## config.mk

```make
export PLATFORM = sky130hd
export DESIGN_NAME = awc_top
export DESIGN_NICKNAME = d
export VERILOG_FILES = /design/src/logic/awc_pkg.sv /design/src/logic/awc_limit_reg.sv /design/src/logic/awc_top.sv
export SDC_FILE = /design/constraint.sdc
export NUM_CORES = 1
export LEC_CHECK = 0
export ABC_AREA = 1
export ABC_CLOCK_PERIOD_IN_PS = 2100
export BUFFER_PORTS_ARGS = -buffer_cell sky130_fd_sc_hd__clkbuf_2
export CAP_MARGIN = 40
export CORE_AREA = 4 4 89 91
export CTS_CLUSTER_DIAMETER = 200
export DETAILED_ROUTE_END_ITERATION = 12
export DIE_AREA = 0 0 93 95
export GPL_TIMING_DRIVEN = 0
export PLACE_DENSITY_LB_ADDON = 0.08
export SETUP_SLACK_MARGIN = 0.2
export SYNTH_ARGS = -nofsm -noshare
export SYNTH_HDL_FRONTEND = slang
export SYNTH_SLANG_ARGS = --single-unit
```

## constraint.sdc

```tcl
create_clock -name core_clk_i -period 2.1 [get_ports core_clk_i]
set_clock_uncertainty 0.1 [all_clocks]
set_input_delay 0.315 -clock core_clk_i [delete_from_list [all_inputs] [get_ports core_clk_i]]
set_output_delay 0.315 -clock core_clk_i [all_outputs]
set_load 0.01 [all_outputs]
```

## src/logic/awc_pkg.sv

```systemverilog
// shared constants and types of the adc window comparator
package awc_pkg;
    // ========================================================
    // data word layout
    localparam int DATA_W = 16;
    localparam int RES_W = 10;
    localparam int PAD_W = DATA_W - RES_W;
    localparam int BYTE_W = 8;
    localparam logic [PAD_W-1:0] PAD_ZERO = 6'h00;
    localparam logic [DATA_W-1:0] WORD_RST = 16'h0000;
    localparam logic [BYTE_W-1:0] BYTE_RST = 8'h00;

    // ========================================================
    // timing
    localparam int SYS_CLK_KHZ = 100000;
    localparam int SAR_CLK_MAX_KHZ = 2500;
    // least divider, rounded up so the sar clock never exceeds its limit
    localparam int SAR_DIV = (SYS_CLK_KHZ + SAR_CLK_MAX_KHZ - 1)
                             / SAR_CLK_MAX_KHZ;
    localparam int CONV_SAR_CLKS = 16;
    localparam int DIV_W = 8;
    localparam int BIT_W = 5;

    // ========================================================
    // carriers and states
    typedef struct packed {
        logic wr;
        logic sel_below;
        logic high;
        logic [BYTE_W-1:0] data;
    } awc_lim_wr_t;

    typedef enum logic {AWC_IDLE, AWC_CONV} awc_state_t;
endpackage

```

## src/logic/awc_limit_reg.sv

```systemverilog
// one 16-bit limit word built from a high and a low byte register
`timescale 1ns/10ps
`default_nettype none
module awc_limit_reg #(
    parameter int BYTE_W = awc_pkg::BYTE_W
) (
    // clock and reset
    input wire logic core_clk_i,
    input wire logic nrst_i,
    // byte writes
    input wire logic wr_high_i,
    input wire logic wr_low_i,
    input wire logic [BYTE_W-1:0] data_i,
    // limit word
    output logic [2*BYTE_W-1:0] word_o
);
    logic [BYTE_W-1:0] high_byte;
    logic [BYTE_W-1:0] low_byte;

    // =========================================================
    // byte registers, written independently
    always_ff @(posedge core_clk_i or negedge nrst_i) begin
        if (!nrst_i) begin
            high_byte <= awc_pkg::BYTE_RST;
            low_byte <= awc_pkg::BYTE_RST;
        end else begin
            if (wr_high_i) begin
                high_byte <= data_i;
            end
            if (wr_low_i) begin
                low_byte <= data_i;
            end
        end
    end

    assign word_o = {high_byte, low_byte};
endmodule // awc_limit_reg
`default_nettype wire

```

## src/logic/awc_top.sv

```systemverilog
// adc window comparator: conversion timing, data word and window flag
`timescale 1ns/10ps
`default_nettype none
module awc_top #(
    parameter int SAR_DIV = awc_pkg::SAR_DIV,
    parameter int CONV_SAR_CLKS = awc_pkg::CONV_SAR_CLKS
) (
    // clock and reset
    input wire logic core_clk_i,
    input wire logic nrst_i,
    // conversion control
    input wire logic start_i,
    input wire logic left_justify_select_i,
    input wire logic differential_i,
    input wire logic [awc_pkg::RES_W-1:0] result_i,
    // limit byte writes and flag clear
    input wire awc_pkg::awc_lim_wr_t lim_wr_i,
    input wire logic window_match_flag_clr_i,
    // status and data
    output logic busy_o,
    output logic conv_done_o,
    output logic [awc_pkg::DATA_W-1:0] data_word_o,
    output logic window_match_flag_o
);
    localparam int DW = awc_pkg::DATA_W;
    localparam logic [awc_pkg::DIV_W-1:0] DIV_LAST =
        awc_pkg::DIV_W'(SAR_DIV - 1);
    localparam logic [awc_pkg::BIT_W-1:0] BIT_LAST =
        awc_pkg::BIT_W'(CONV_SAR_CLKS - 1);
    localparam logic [awc_pkg::DIV_W-1:0] DIV_ZERO = 8'h00;
    localparam logic [awc_pkg::BIT_W-1:0] BIT_ZERO = 5'h00;

    // =========================================================
    // helpers
    // strict less-than, signed for differential data
    function automatic logic lt_f(input logic [DW-1:0] a,
                                  input logic [DW-1:0] b,
                                  input logic sgn);
        lt_f = sgn ? ($signed(a) < $signed(b)) : (a < b);
    endfunction

    // place the raw result as the justification asks
    function automatic logic [DW-1:0] fmt_f(
        input logic [awc_pkg::RES_W-1:0] res,
        input logic lj,
        input logic diff);
        if (lj) begin
            fmt_f = {res, awc_pkg::PAD_ZERO};
        end else if (diff) begin
            fmt_f = {{awc_pkg::PAD_W{res[awc_pkg::RES_W-1]}}, res};
        end else begin
            fmt_f = {awc_pkg::PAD_ZERO, res};
        end
    endfunction

    // =========================================================
    // limit registers
    logic [DW-1:0] below_limit;
    logic [DW-1:0] above_limit;
    wire wr_below = lim_wr_i.wr & lim_wr_i.sel_below;
    wire wr_above = lim_wr_i.wr & ~lim_wr_i.sel_below;

    awc_limit_reg u_below (
        .core_clk_i(core_clk_i),
        .nrst_i(nrst_i),
        .wr_high_i(wr_below & lim_wr_i.high),
        .wr_low_i(wr_below & ~lim_wr_i.high),
        .data_i(lim_wr_i.data),
        .word_o(below_limit)
    );

    awc_limit_reg u_above (
        .core_clk_i(core_clk_i),
        .nrst_i(nrst_i),
        .wr_high_i(wr_above & lim_wr_i.high),
        .wr_low_i(wr_above & ~lim_wr_i.high),
        .data_i(lim_wr_i.data),
        .word_o(above_limit)
    );

    // =========================================================
    // conversion sequencer
    awc_pkg::awc_state_t state;
    awc_pkg::awc_state_t next_state;
    logic [awc_pkg::DIV_W-1:0] div_cnt;
    logic [awc_pkg::BIT_W-1:0] bit_cnt;

    // divider restarts with each conversion so the length is exact
    wire in_conv = (state == awc_pkg::AWC_CONV);
    wire sar_tick = in_conv & (div_cnt == DIV_LAST);
    wire eval = sar_tick & (bit_cnt == BIT_LAST);
    wire take_start = start_i & ~in_conv;

    always_comb begin
        next_state = state;
        unique case (state)
            awc_pkg::AWC_IDLE: begin
                if (start_i) begin
                    next_state = awc_pkg::AWC_CONV;
                end
            end
            awc_pkg::AWC_CONV: begin
                if (eval) begin
                    next_state = awc_pkg::AWC_IDLE;
                end
            end
        endcase
    end

    // divider and sar period counter
    always_ff @(posedge core_clk_i or negedge nrst_i) begin
        if (!nrst_i) begin
            state <= awc_pkg::AWC_IDLE;
            div_cnt <= DIV_ZERO;
            bit_cnt <= BIT_ZERO;
        end else begin
            state <= next_state;
            if (take_start || sar_tick) begin
                div_cnt <= DIV_ZERO;
            end else if (in_conv) begin
                div_cnt <= div_cnt + 1'b1;
            end
            if (take_start) begin
                bit_cnt <= BIT_ZERO;
            end else if (sar_tick) begin
                bit_cnt <= bit_cnt + 1'b1;
            end
        end
    end

    // =========================================================
    // window decision on the word being latched now
    wire [DW-1:0] next_word = fmt_f(result_i, left_justify_select_i,
                                    differential_i);
    wire cmp_below = lt_f(next_word, below_limit, differential_i);
    wire cmp_above = lt_f(above_limit, next_word, differential_i);
    wire lt_over_gt = lt_f(above_limit, below_limit, differential_i);
    // inside window when limits are ordered high/low, outside otherwise
    wire win_hit = lt_over_gt ? (cmp_below & cmp_above)
                              : (cmp_below | cmp_above);
    wire next_flag = (eval & win_hit) ? 1'b1
                   : (window_match_flag_clr_i ? 1'b0 : window_match_flag_o);

    // outputs; a hit in the clearing cycle wins over the clear
    always_ff @(posedge core_clk_i or negedge nrst_i) begin
        if (!nrst_i) begin
            busy_o <= 1'b0;
            conv_done_o <= 1'b0;
            data_word_o <= awc_pkg::WORD_RST;
            window_match_flag_o <= 1'b0;
        end else begin
            busy_o <= (next_state == awc_pkg::AWC_CONV);
            conv_done_o <= eval;
            if (eval) begin
                data_word_o <= next_word;
            end
            window_match_flag_o <= next_flag;
        end
    end

    // =========================================================
    // checks
    int unsigned busy_cycles;
    always_ff @(posedge core_clk_i or negedge nrst_i) begin
        if (!nrst_i) begin
            busy_cycles <= 0;
        end else if (!busy_o) begin
            busy_cycles <= 0;
        end else begin
            busy_cycles <= busy_cycles + 1;
        end
    end

    property p_inside;
        @(posedge core_clk_i) disable iff (!nrst_i)
        (eval && lt_over_gt && cmp_below && cmp_above)
            |=> window_match_flag_o;
    endproperty
    a_inside: assert property (p_inside)
        else $error("inside window hit did not set flag");

    property p_outside;
        @(posedge core_clk_i) disable iff (!nrst_i)
        (eval && !lt_over_gt && !window_match_flag_o
         && !window_match_flag_clr_i && !cmp_below && !cmp_above)
            |=> !window_match_flag_o;
    endproperty
    a_outside: assert property (p_outside)
        else $error("flag set with result inside outside-mode limits");

    property p_signed;
        @(posedge core_clk_i) disable iff (!nrst_i)
        (differential_i && next_word[DW-1] && !above_limit[DW-1])
            |-> !cmp_above;
    endproperty
    a_signed: assert property (p_signed)
        else $error("negative word judged above positive limit");

    property p_left;
        @(posedge core_clk_i) disable iff (!nrst_i)
        (eval && left_justify_select_i)
            |=> data_word_o == {$past(result_i), awc_pkg::PAD_ZERO};
    endproperty
    a_left: assert property (p_left)
        else $error("left justified word misplaced");

    property p_length;
        @(posedge core_clk_i) disable iff (!nrst_i)
        $fell(busy_o) |-> busy_cycles == SAR_DIV * CONV_SAR_CLKS;
    endproperty
    a_length: assert property (p_length)
        else $error("conversion length wrong");

    property p_sticky;
        @(posedge core_clk_i) disable iff (!nrst_i)
        (window_match_flag_o && !window_match_flag_clr_i)
            |=> window_match_flag_o;
    endproperty
    a_sticky: assert property (p_sticky)
        else $error("flag dropped without a clear");

    property p_limit;
        @(posedge core_clk_i) disable iff (!nrst_i)
        (wr_below && lim_wr_i.high)
            |=> below_limit[DW-1 -: awc_pkg::BYTE_W] == $past(lim_wr_i.data);
    endproperty
    a_limit: assert property (p_limit)
        else $error("below limit high byte not written");

    property p_right;
        @(posedge core_clk_i) disable iff (!nrst_i)
        (eval && !left_justify_select_i)
            |=> data_word_o[DW-1:awc_pkg::RES_W] ==
                ($past(differential_i) ?
                 {awc_pkg::PAD_W{data_word_o[awc_pkg::RES_W-1]}}
                 : awc_pkg::PAD_ZERO);
    endproperty
    a_right: assert property (p_right)
        else $error("right justified top bits wrong");

    property p_same;
        @(posedge core_clk_i) disable iff (!nrst_i)
        $rose(conv_done_o) |-> (window_match_flag_o ||
            !$past(win_hit)) && !busy_o;
    endproperty
    a_same: assert property (p_same)
        else $error("window flag not set with conversion complete");
endmodule // awc_top
`default_nettype wire

```

# Word-level counts from Yosys, hierarchy flattened
# Index checks and enable logic that the tools add are counted.
[word_totals]
register_bits = 64
latchBits = 0
mem_bits_rw = 0
mem_bits_ro = 0
out_inout_bits = 19
n_memories = 0
[classes]
add_sub_neg = 2
n_mul = 0
div = 0
order_cmp = 6
eq_ne = 2
shifts = 0
muxes = 15
bitwise = 15
reduce_logical = 4
[ops]
columns = ["operator", "count"]
rows = [
  ["$lt 16x16->1", 6],
  ["$mux 16", 2],
  ["$mux 8", 2],
  ["$and 1x1->1", 11],
  ["$mux 5", 2],
  ["$add 8x1->8 const B", 1],
  ["$eq 8x6->1 const B", 1],
  ["$mux 1", 8],
  ["$reduce_bool 2->1", 3],
  ["$add 5x1->5 const B", 1],
  ["$eq 5x4->1 const B", 1],
  ["$not 1->1", 3],
  ["$pmux 1 s2", 1],
  ["$logic_or 1x1->1", 1],
  ["$or 1x1->1", 1],
]

# Longest topological paths before layout
# Gate-level depths: netlist of run 1.
[depth]
ltp_word = 8
mapped_depth = 18
ltp_nobuf = 18

# Cells and area by module
# From an unflattened synthesis of run 1, not the netlist that was laid out.
[unflattened]
cells_unflattened = 491
area_unflattened_um2 = 3970.1
[modules_own_cells]
columns = ["mod", "instances", "cells_per_inst", "area_per_inst_um2"]
rows = [
  ["awc_top", 1, 355, 2748.9],
  ["awc_limit_reg", 2, 68, 610.6],
]

# Worst setup path after synthesis of run 1
# No wires, ideal clock.
[synth_path]
path_type = "in2reg"
startpoint = "in left_justify_select_i"
endpoint = "reg window_match_flag_o"
t_arrival_ns = 1.889
required_time_ns = 1.883
slack_ns = -0.006
path_stages = 17
path_buffers = 1
path_cell_list = "clkbuf_1 nor2_1 a21oi_1 inv_1 ha_1 nand2_1 inv_1 o21bai_1 a21oi_1 nor2_1 nand2_1 nand2_1 nand2_1 nor2_1 nand2_1 nand3_1 nand2_1"
[synth_via]
elab_chain_len = 7
word_cells_on_any_way = 13
cone_classes = "4 x order compare; 5 x mux; 3 x bitwise; 1 x reduce/logical"
[synth_rtl]
columns = ["element", "line", "text"]
rows = [
  ["start: declaration", "awc_top.sv:13", "input wire logic left_justify_select_i,"],
  ["$mux 16 *", "awc_top.sv:47", "if (lj) begin"],
  ["named net next_word[9]", "awc_top.sv:133", "wire [DW-1:0] next_word = fmt_f(result_i, left_justify_select_i,"],
  ["$lt 16x16->1", "awc_top.sv:39", "lt_f = sgn ? ($signed(a) < $signed(b)) : (a < b);"],
  ["$mux 1", "awc_top.sv:39", ""],
  ["$or 1x1->1 or $and 1x1->1 (tied branches)", "awc_top.sv:140, awc_top.sv:139", ""],
  ["$mux 1 *", "awc_top.sv:139", "wire win_hit = lt_over_gt ? (cmp_below & cmp_above)"],
  ["$and 1x1->1 *", "awc_top.sv:141", "wire next_flag = (eval & win_hit) ? 1'b1"],
  ["$mux 1 or $reduce_bool 2->1 (tied branches)", "n/a", ""],
  ["end signal: assignment", "awc_top.sv:157", "window_match_flag_o <= next_flag;"],
  ["end: declaration", "awc_top.sv:23", "output logic window_match_flag_o"],
]
# Mark *: on every way through the listed nets, which the timed path passes. The rest lies on a longest branch.
# A chain may end at the register's enable or synchronous reset.

# Worst setup path in the final report of run 1
[layout_path]
startpoint = "in left_justify_select_i"
endpoint = "reg window_match_flag_o"
[layout_via]
elab_chain_len = 7
word_cells_on_any_way = 13
cone_classes = "4 x order compare; 5 x mux; 3 x bitwise; 1 x reduce/logical"
[layout_rtl]
columns = ["element", "line"]
rows = [
  ["$mux 16 *", "awc_top.sv:47"],
  ["$lt 16x16->1", "awc_top.sv:39"],
  ["$mux 1", "awc_top.sv:39"],
  ["$or 1x1->1 or $and 1x1->1 (tied branches)", "awc_top.sv:140, awc_top.sv:139"],
  ["$mux 1 *", "awc_top.sv:139"],
  ["$and 1x1->1 *", "awc_top.sv:141"],
  ["$mux 1 or $reduce_bool 2->1 (tied branches)", "n/a"],
]
# Mark *: on every way between the ends. The rest lies on a longest branch, timed or not.

==> results of run 1 <==
Yosys cell counts, drive strengths merged:
cell type | instances | area, µm²
nand2 | 113 | 437
o21ai | 66 | 330
dfrtp | 64 | 1600
xor2 | 1 | 8.76
a211oi | 1 | 7.51
o22ai | 2 | 12.5
nand3 | 15 | 80.1
inv | 71 | 267
nand3b | 2 | 15.0
nor3 | 6 | 45.0
nor3b | 1 | 7.51
buf | 4 | 32.5
clkbuf | 5 | 18.8
nor4 | 1 | 21.3
xnor2 | 1 | 8.76
nand4 | 3 | 18.8
ha | 48 | 601
a21oi | 30 | 150
a32o | 1 | 10.0
nor2 | 21 | 83.8
or2 | 2 | 12.5
o21bai | 1 | 7.51
a22o | 1 | 8.76
o21a | 2 | 15.0
through the flow:
stage / instance area (µm²) / setup TNS [ns]
floorplan: 3830 / 0
global placement: 4180 / -0.210
detailed placement: 4210 / -0.258
CTS: 4540 / 0
global route: 4940 / 0
finish: 4940 / 0
layer usage:
metal | up-vias | routed length [µm] | GRT usage
met3 | 17 | 532 | 0.0534
met2 | 95 | 4220 | 0.337
met5 | - | 0 | 0
met4 | 0 | 170 | 0.0537
met1 | 1546 | 4380 | 0.307
li1 | 1652 | - | -
power by group through the flow:
| stage | Clock [mW] | Combinational, mW | Sequential (mW) |
|---|---|---|---|
| final | 1.34 | 1.01 | 1.43 |
| after global placement | 0 | 0.725 | 1.43 |
| after CTS | 1.36 | 0.802 | 1.42 |
| after floorplan | 0 | 0.566 | 1.41 |
| after detailed placement | 0 | 0.772 | 1.44 |
| after global routing | 1.41 | 1.18 | 1.45 |
final cells by class:
type                       instances  area [µm²]
multi-input combinational        318        2230
fill                             597        2200
sequential                        64        1600
timing repair buffer              56         369
inverter                          71         274
clock buffer                      10         138
tap                               99         124
clock inverter                     6         115
buffer                             9        82.6
registers in the layout, summed over array words and instances, names as in the netlist:
signal and flops:
bit_cnt 5, conv_done_o 1, div_cnt 8, u_above.low_byte 8, u_below.high_byte 8, data_word_o 16, busy_o 1, u_above.high_byte 8
window_match_flag_o 1, u_below.low_byte 8
path summary, 6_finish.rpt:
path	end	slack [ns]	cells past startpoint
worst max-delay path	window_match_flag_o	0.19	17
worst min-delay path	window_match_flag_o	0.09	4
worst max register to register	window_match_flag_o	0.22	12
worst min register to register	window_match_flag_o	0.38	2
max in group asynchronous	u_above.low_byte[7]	1.02	3
min in group asynchronous	data_word_o[1]	0.35	2
cells by family (layout without fill, tap and decap cells):
family	count (synthesis)	in the layout	synth area share
AOI/OAI and AO/OA	104	104	0.143
xor gates and xnor gates	2	2	0.00461
adders and majority gates	48	48	0.158
buffers and inverters	80	152	0.0836
DFF	64	64	0.421
and+or+nand+nor	164	164	0.190
repair_timing:
item / CTS / global route
cloned: 0 / 2
hold buffers: 1 / 0
hold endpoints to repair: 26 / 0
endpoints found under the setup margin: 1 / 1
gates resized for setup: 14 / 61
buffers inserted: 1 / 6
pin swaps: 2 / 24
worst max-delay path: cells and delay by family:
family,cells,cell delay (ns)
AO/OA/AOI/OAI,2,0.24
adder cells (fa/ha/maj),1,0.27
buffers and inverters,3,0.27
AND/OR/NAND/NOR,11,0.94
==> summary.txt, run 1 <==
Max-Cap Viols -> 0
Internal power consumption -> 2.60 mW
All-layer global routing usage -> 0.217
Worst reg2reg path startpoint -> u_above.low_byte[5]
CTS Buf Count -> 9
Unique masters post-synth -> 33
Layout net count -> 604
Starting density of the core -> 0.532
CP most frequent cell -> nand2_1
Vias/cell -> 5.23
Largest net degree at the start of global routing -> 39
Die ar. -> 8840 µm²
DRC -> 0
Ports -> 46
Vias in the first global route -> 3147
Worst Slack Setup Final -> 0.192 ns
Hold Slack -> 0.0938 ns
Slew of the pin with the lowest slew margin -> 0.381 ns
Gate power share -> 0.267
Post-DP HPWL -> 6.86 mm
Part of the Yosys area used for sequential elements -> 0.421
Run status -> finished clean
Routed WL -> 9.30 mm
Commonest cells after routing, fill and taps aside -> nand2_1, dfrtp_1, inv_1, clkbuf_2, o21ai_0
Critical path required time -> 2.25 ns
I/O Buffers -> 45
Gr ovfl total -> 0
Antenna fix cells -> 0
DR vias -> 3310
Syn Nets -> 537
Startpoint Class -> input pin
Max-slew violations -> 0
CTS clk-pin slew, worst paths -> 0.08 ns
Routed Antenna Nets -> 0
Core ar. -> 7140 µm²
Worst path cell trace -> buf_8 > inv_8 > buf_8 > or2_1 > o21ai_2 > ha_1 > nand2_1 > o21a_1 > nand2_1 > nand2_1 > nand2_1 > nand2_1 > nand2_2 > nor2_2 > nand2_1 > nand3_1 > nand2_1
Clock share of power -> 0.354
Unrepaired setup endpoints after global routing -> true
HP Class -> input pin to flop
Headroom to the max-slew limit -> 0.746
Minimum clock period -> 1.91 ns
Critical path class -> input pin to flop
Switching share of power -> 0.313
DR iter-0 viols -> 204
Critical path's largest stage delay -> 0.27 ns
Crit-path slowest cell -> ha_1
Syn Inst Count -> 462
Worst setup EP type -> flop
Max H-tree Level -> 3
Row count -> 31
Syn. warnings -> 0
Min-Delay Startpoint -> window_match_flag_clr_i
Sw Pwr -> 1.18 mW
Placed Cells -> 607
Pre-CTS setup slack -> -0.258 ns
Syn_area_per_cell -> 8.22 µm²
Flops & latches, synth -> 64
Worst EP arrival -> 2.06 ns
Setup violators final -> 0
Iteration count of the initial detailed-routing pass -> 4
Fin. Hold Viols -> 0
Core Util, Final -> 0.692
Die Wd -> 93 µm
CTS Buffer Depth -> 2
Pleak -> 2.48 nW
Later-pin clock latency in the skew report -> 0.35 ns
Non-filler instance count after layout -> 633
Critical path fanouts, max -> 5
Share of power burned in registers -> 0.379
Mapped Area -> 3800 µm²
Max Fclk -> 524 MHz
CTS Sinks -> 64
Final GP Congestion -> 0.854
WL/cell -> 14.7 µm
CTS tree -> done
Root Buffer -> clkbuf_8
Total power -> 3.79 mW
Max IR drop VDD -> 0.426 mV
Crit share post-route -> 0.909
Initial antenna violation count -> 0
PD cells -> 767 nW/µm²
Synth-to-layout area growth -> 30.0%
Commonest non-fill, non-tap cell in the layout -> nand2_1
DIE HEIGHT -> 95 µm
Layout cell share with drive strength beyond 1 -> 0.296
First-pass GRT wire length -> 14.9 mm
Setup crit start -> left_justify_select_i
(Power assumes the default switching activity.)
==> run 2, diff against run 1 <==
--- a/config.mk
+++ b/config.mk
@@ -5,14 +5,13 @@
 export SDC_FILE = /design/constraint.sdc
 export NUM_CORES = 1
 export LEC_CHECK = 0
-export ABC_AREA = 1
 export ABC_CLOCK_PERIOD_IN_PS = 2100
 export BUFFER_PORTS_ARGS = -buffer_cell sky130_fd_sc_hd__clkbuf_2
 export CAP_MARGIN = 40
-export CORE_AREA = 4 4 89 91
+export CORE_AREA = 4 4 88 90
 export CTS_CLUSTER_DIAMETER = 200
 export DETAILED_ROUTE_END_ITERATION = 12
-export DIE_AREA = 0 0 93 95
+export DIE_AREA = 0 0 92 94
 export GPL_TIMING_DRIVEN = 0
 export PLACE_DENSITY_LB_ADDON = 0.08
 export SETUP_SLACK_MARGIN = 0.2
==> run 2 against run 1 <==
  * The flow now finishes with violations (negative setup slack)
  * Area after synthesis decreased by 2.0%
  * Clock power down 30%
  * Cell count fell by 16%
  * Non-clock buffer count fell by 5
  * Critical endpoint unchanged
==> summary.txt, run 2 <==
R2R Setup Slk -> -0.14 ns
Commonest cells after routing, fill and taps aside -> dfrtp_1, clkbuf_2, ha_1, nand2_1, mux2_2
Non-filler instance count after layout -> 532
Die Wd -> 92 µm
Max reg flops -> 16
Run status -> complete, but fails checks
Post-synth top flop -> dfrtp_1
Setup violators final -> 1
CTS Buf Count -> 9
Uppermost layer routed -> met4
DIE HEIGHT -> 94 µm
Share of power burned in registers -> 0.431
DR iter-0 viols -> 100
Flops & latches, synth -> 64
Row count -> 31
Routed wl met3 -> 383 µm
Worst path cell trace -> buf_8 > bufbuf_16 > a21oi_4 > inv_1 > ha_1 > nand4_1 > nor3_2 > o311a_1 > o21a_1 > o22ai_1 > a221oi_1
Total power -> 3.37 mW
Worst Slack Setup Final -> -0.140 ns
Internal power consumption -> 2.28 mW
Switching share of power -> 0.322
Gr ovfl total -> 0
Largest net degree at the start of global routing -> 37
Commonest non-fill, non-tap cell in the layout -> dfrtp_1
Top-count cell post-synth -> dfrtp_1
Vias/cell -> 5.44
Critical path class -> input pin to flop
Critical path's largest stage delay -> 0.29 ns
DRC -> 0
Max H-tree Level -> 3
Slew of the pin with the lowest slew margin -> 0.640 ns
Failing checks -> negative setup slack
Post-synth top cells -> dfrtp_1, ha_1, inv_1, nand2_1, mux2_2
Max-slew violations -> 0
Leading area contributor after synthesis -> dfrtp_1
Part of the Yosys area used for sequential elements -> 0.430
PD cells -> 735 nW/µm²
Critical path required time -> 2.23 ns
Critical path fanouts, max -> 9
Routed Antenna Nets -> 0
Routed WL -> 8.66 mm
Worst EP arrival -> 2.37 ns
Initial antenna violation count -> 0
Layout cell share with drive strength beyond 1 -> 0.319
CTS Buffer Depth -> 2
EDFF count, synth -> 0
Crit share post-route -> 1.07
Clock share of power -> 0.278
Later-pin clock latency in the skew report -> 0.34 ns
Iteration count of the initial detailed-routing pass -> 4
Headroom to the max-slew limit -> 0.571
CTS tree -> done
Unrepaired setup endpoints after global routing -> true
Final GP Congestion -> 0.861
Mapped Area -> 3720 µm²
Pre-CTS setup slack -> -0.685 ns
Crit-path slowest cell -> ha_1
Starting density of the core -> 0.528
Fin. Hold Viols -> 0
Top reg by flops -> data_word_o
Pleak -> 2.25 nW
CTS clk-pin slew, worst paths -> 0.07 ns
Sw Pwr -> 1.09 mW
Synth area leaders -> dfrtp_1, ha_1, mux2_2
Die ar. -> 8650 µm²
Gate power share -> 0.292
Layout net count -> 503
Max Fclk -> 446 MHz
WL met1 -> 4.17 mm
CTS Sinks -> 64
Placed Cells -> 507
Unique masters post-synth -> 44
Yosys top cell area share -> 0.430
I/O Buffers -> 45
All-layer global routing usage -> 0.212
Met2 wire len -> 3.88 mm
Startpoint Class -> input pin
Max IR drop VDD -> 0.487 mV
Root Buffer -> clkbuf_8
Max-Cap Viols -> 0
Vias in the first global route -> 2922
Ports -> 46
HP Class -> input pin to flop
Syn. warnings -> 0
DR vias -> 2894
FFs w/ async S/R, synth -> 1.00
First-pass GRT wire length -> 14.1 mm
Syn_area_per_cell -> 10.3 µm²
Minimum clock period -> 2.24 ns
Antenna fix cells -> 0
WL/cell -> 16.3 µm
Post-DP HPWL -> 6.58 mm
Core ar. -> 7060 µm²
Syn Inst Count -> 362
Worst setup EP type -> flop
Syn Nets -> 437
Synth-to-layout area growth -> 23.0%
run 2: through the flow:
step	hold WS, ns	setup TNS, ns	area (µm²)	util
2_1_floorplan	-0.0806	-0.219	3740	-
3_3_place_gp	0.368	-0.579	4090	0.579
3_5_place_dp	0.198	-0.685	4110	0.582
4_1_cts	0.0540	-0.149	4500	0.638
5_1_grt	0.0648	-0.209	4580	0.649
6_report	0.0733	-0.140	4580	0.649
run 2: path summary, 6_finish.rpt:
| path | endpoint | start | cells past startpoint |
|---|---|---|---|
| min in group asynchronous | data_word_o[15] | nrst_i | 2 |
| worst min-delay path | div_cnt[4] | start_i | 2 |
| worst max register to register | window_match_flag_o | u_below.low_byte[2] | 8 |
| worst min register to register | data_word_o[2] | data_word_o[2] | 2 |
| max in group asynchronous | u_below.low_byte[5] | nrst_i | 3 |
| worst max-delay path | window_match_flag_o | left_justify_select_i | 11 |
run 2: cells by family (layout without fill, tap and decap cells):
group           count (synthesis)  count (layout)  share of synthesized area
simple gates                   85              85                      0.109
fa+ha+maj                      48              48                      0.161
mux                            37              37                      0.110
compound gates                 80              80                      0.131
xor+xnor                        8               8                     0.0188
buf+inv                        40             111                     0.0403
flops                          64              64                      0.430
run 2: what timing repair did:
item / 4_1_cts / 5_1_grt
buffers inserted: 4 / 3
gates cloned: 1 / 0
hold buffers: 1 / 0
endpoints found under the setup margin: 17 / 22
pin swaps: 10 / 7
gates resized for setup: 31 / 18
hold endpoints to repair: 28 / 0
run 2: final cells by class:
| cell class | count | area [µm²] |
|---|---|---|
| buffer | 5 | 40.0 |
| clock buffer | 11 | 141 |
| fill | 609 | 2480 |
| inverter | 35 | 131 |
| clock inverter | 5 | 31.3 |
| sequential | 64 | 1600 |
| timing repair buffer | 55 | 353 |
| tap | 99 | 124 |
| multi-input combinational | 258 | 2160 |
run 2: routing by layer:
| layer | track usage | vias to the layer above |
|---|---|---|
| li1 | - | 1422 |
| met1 | 0.290 | 1399 |
| met2 | 0.327 | 57 |
| met3 | 0.0393 | 16 |
| met4 | 0.0990 | 0 |
| met5 | 0 | - |
run 2: power groups by stage:
| stage | Combinational, mW | Sequential [mW] | Clock (mW) |
|---|---|---|---|
| CTS | 0.933 | 1.45 | 0.953 |
| floorplan | 0.624 | 1.43 | 0 |
| global route | 1.11 | 1.46 | 1.01 |
| detailed placement | 0.852 | 1.47 | 0 |
| finish | 0.982 | 1.45 | 0.936 |
| global placement | 0.798 | 1.46 | 0 |
run 2: critical path, delay by kind of cell:
family	cells	cell delay, ns
adders and majority gates	1	0.29
and+or+nand+nor	2	0.33
AOI/OAI and AO/OA	5	0.96
buffers and inverters	3	0.45
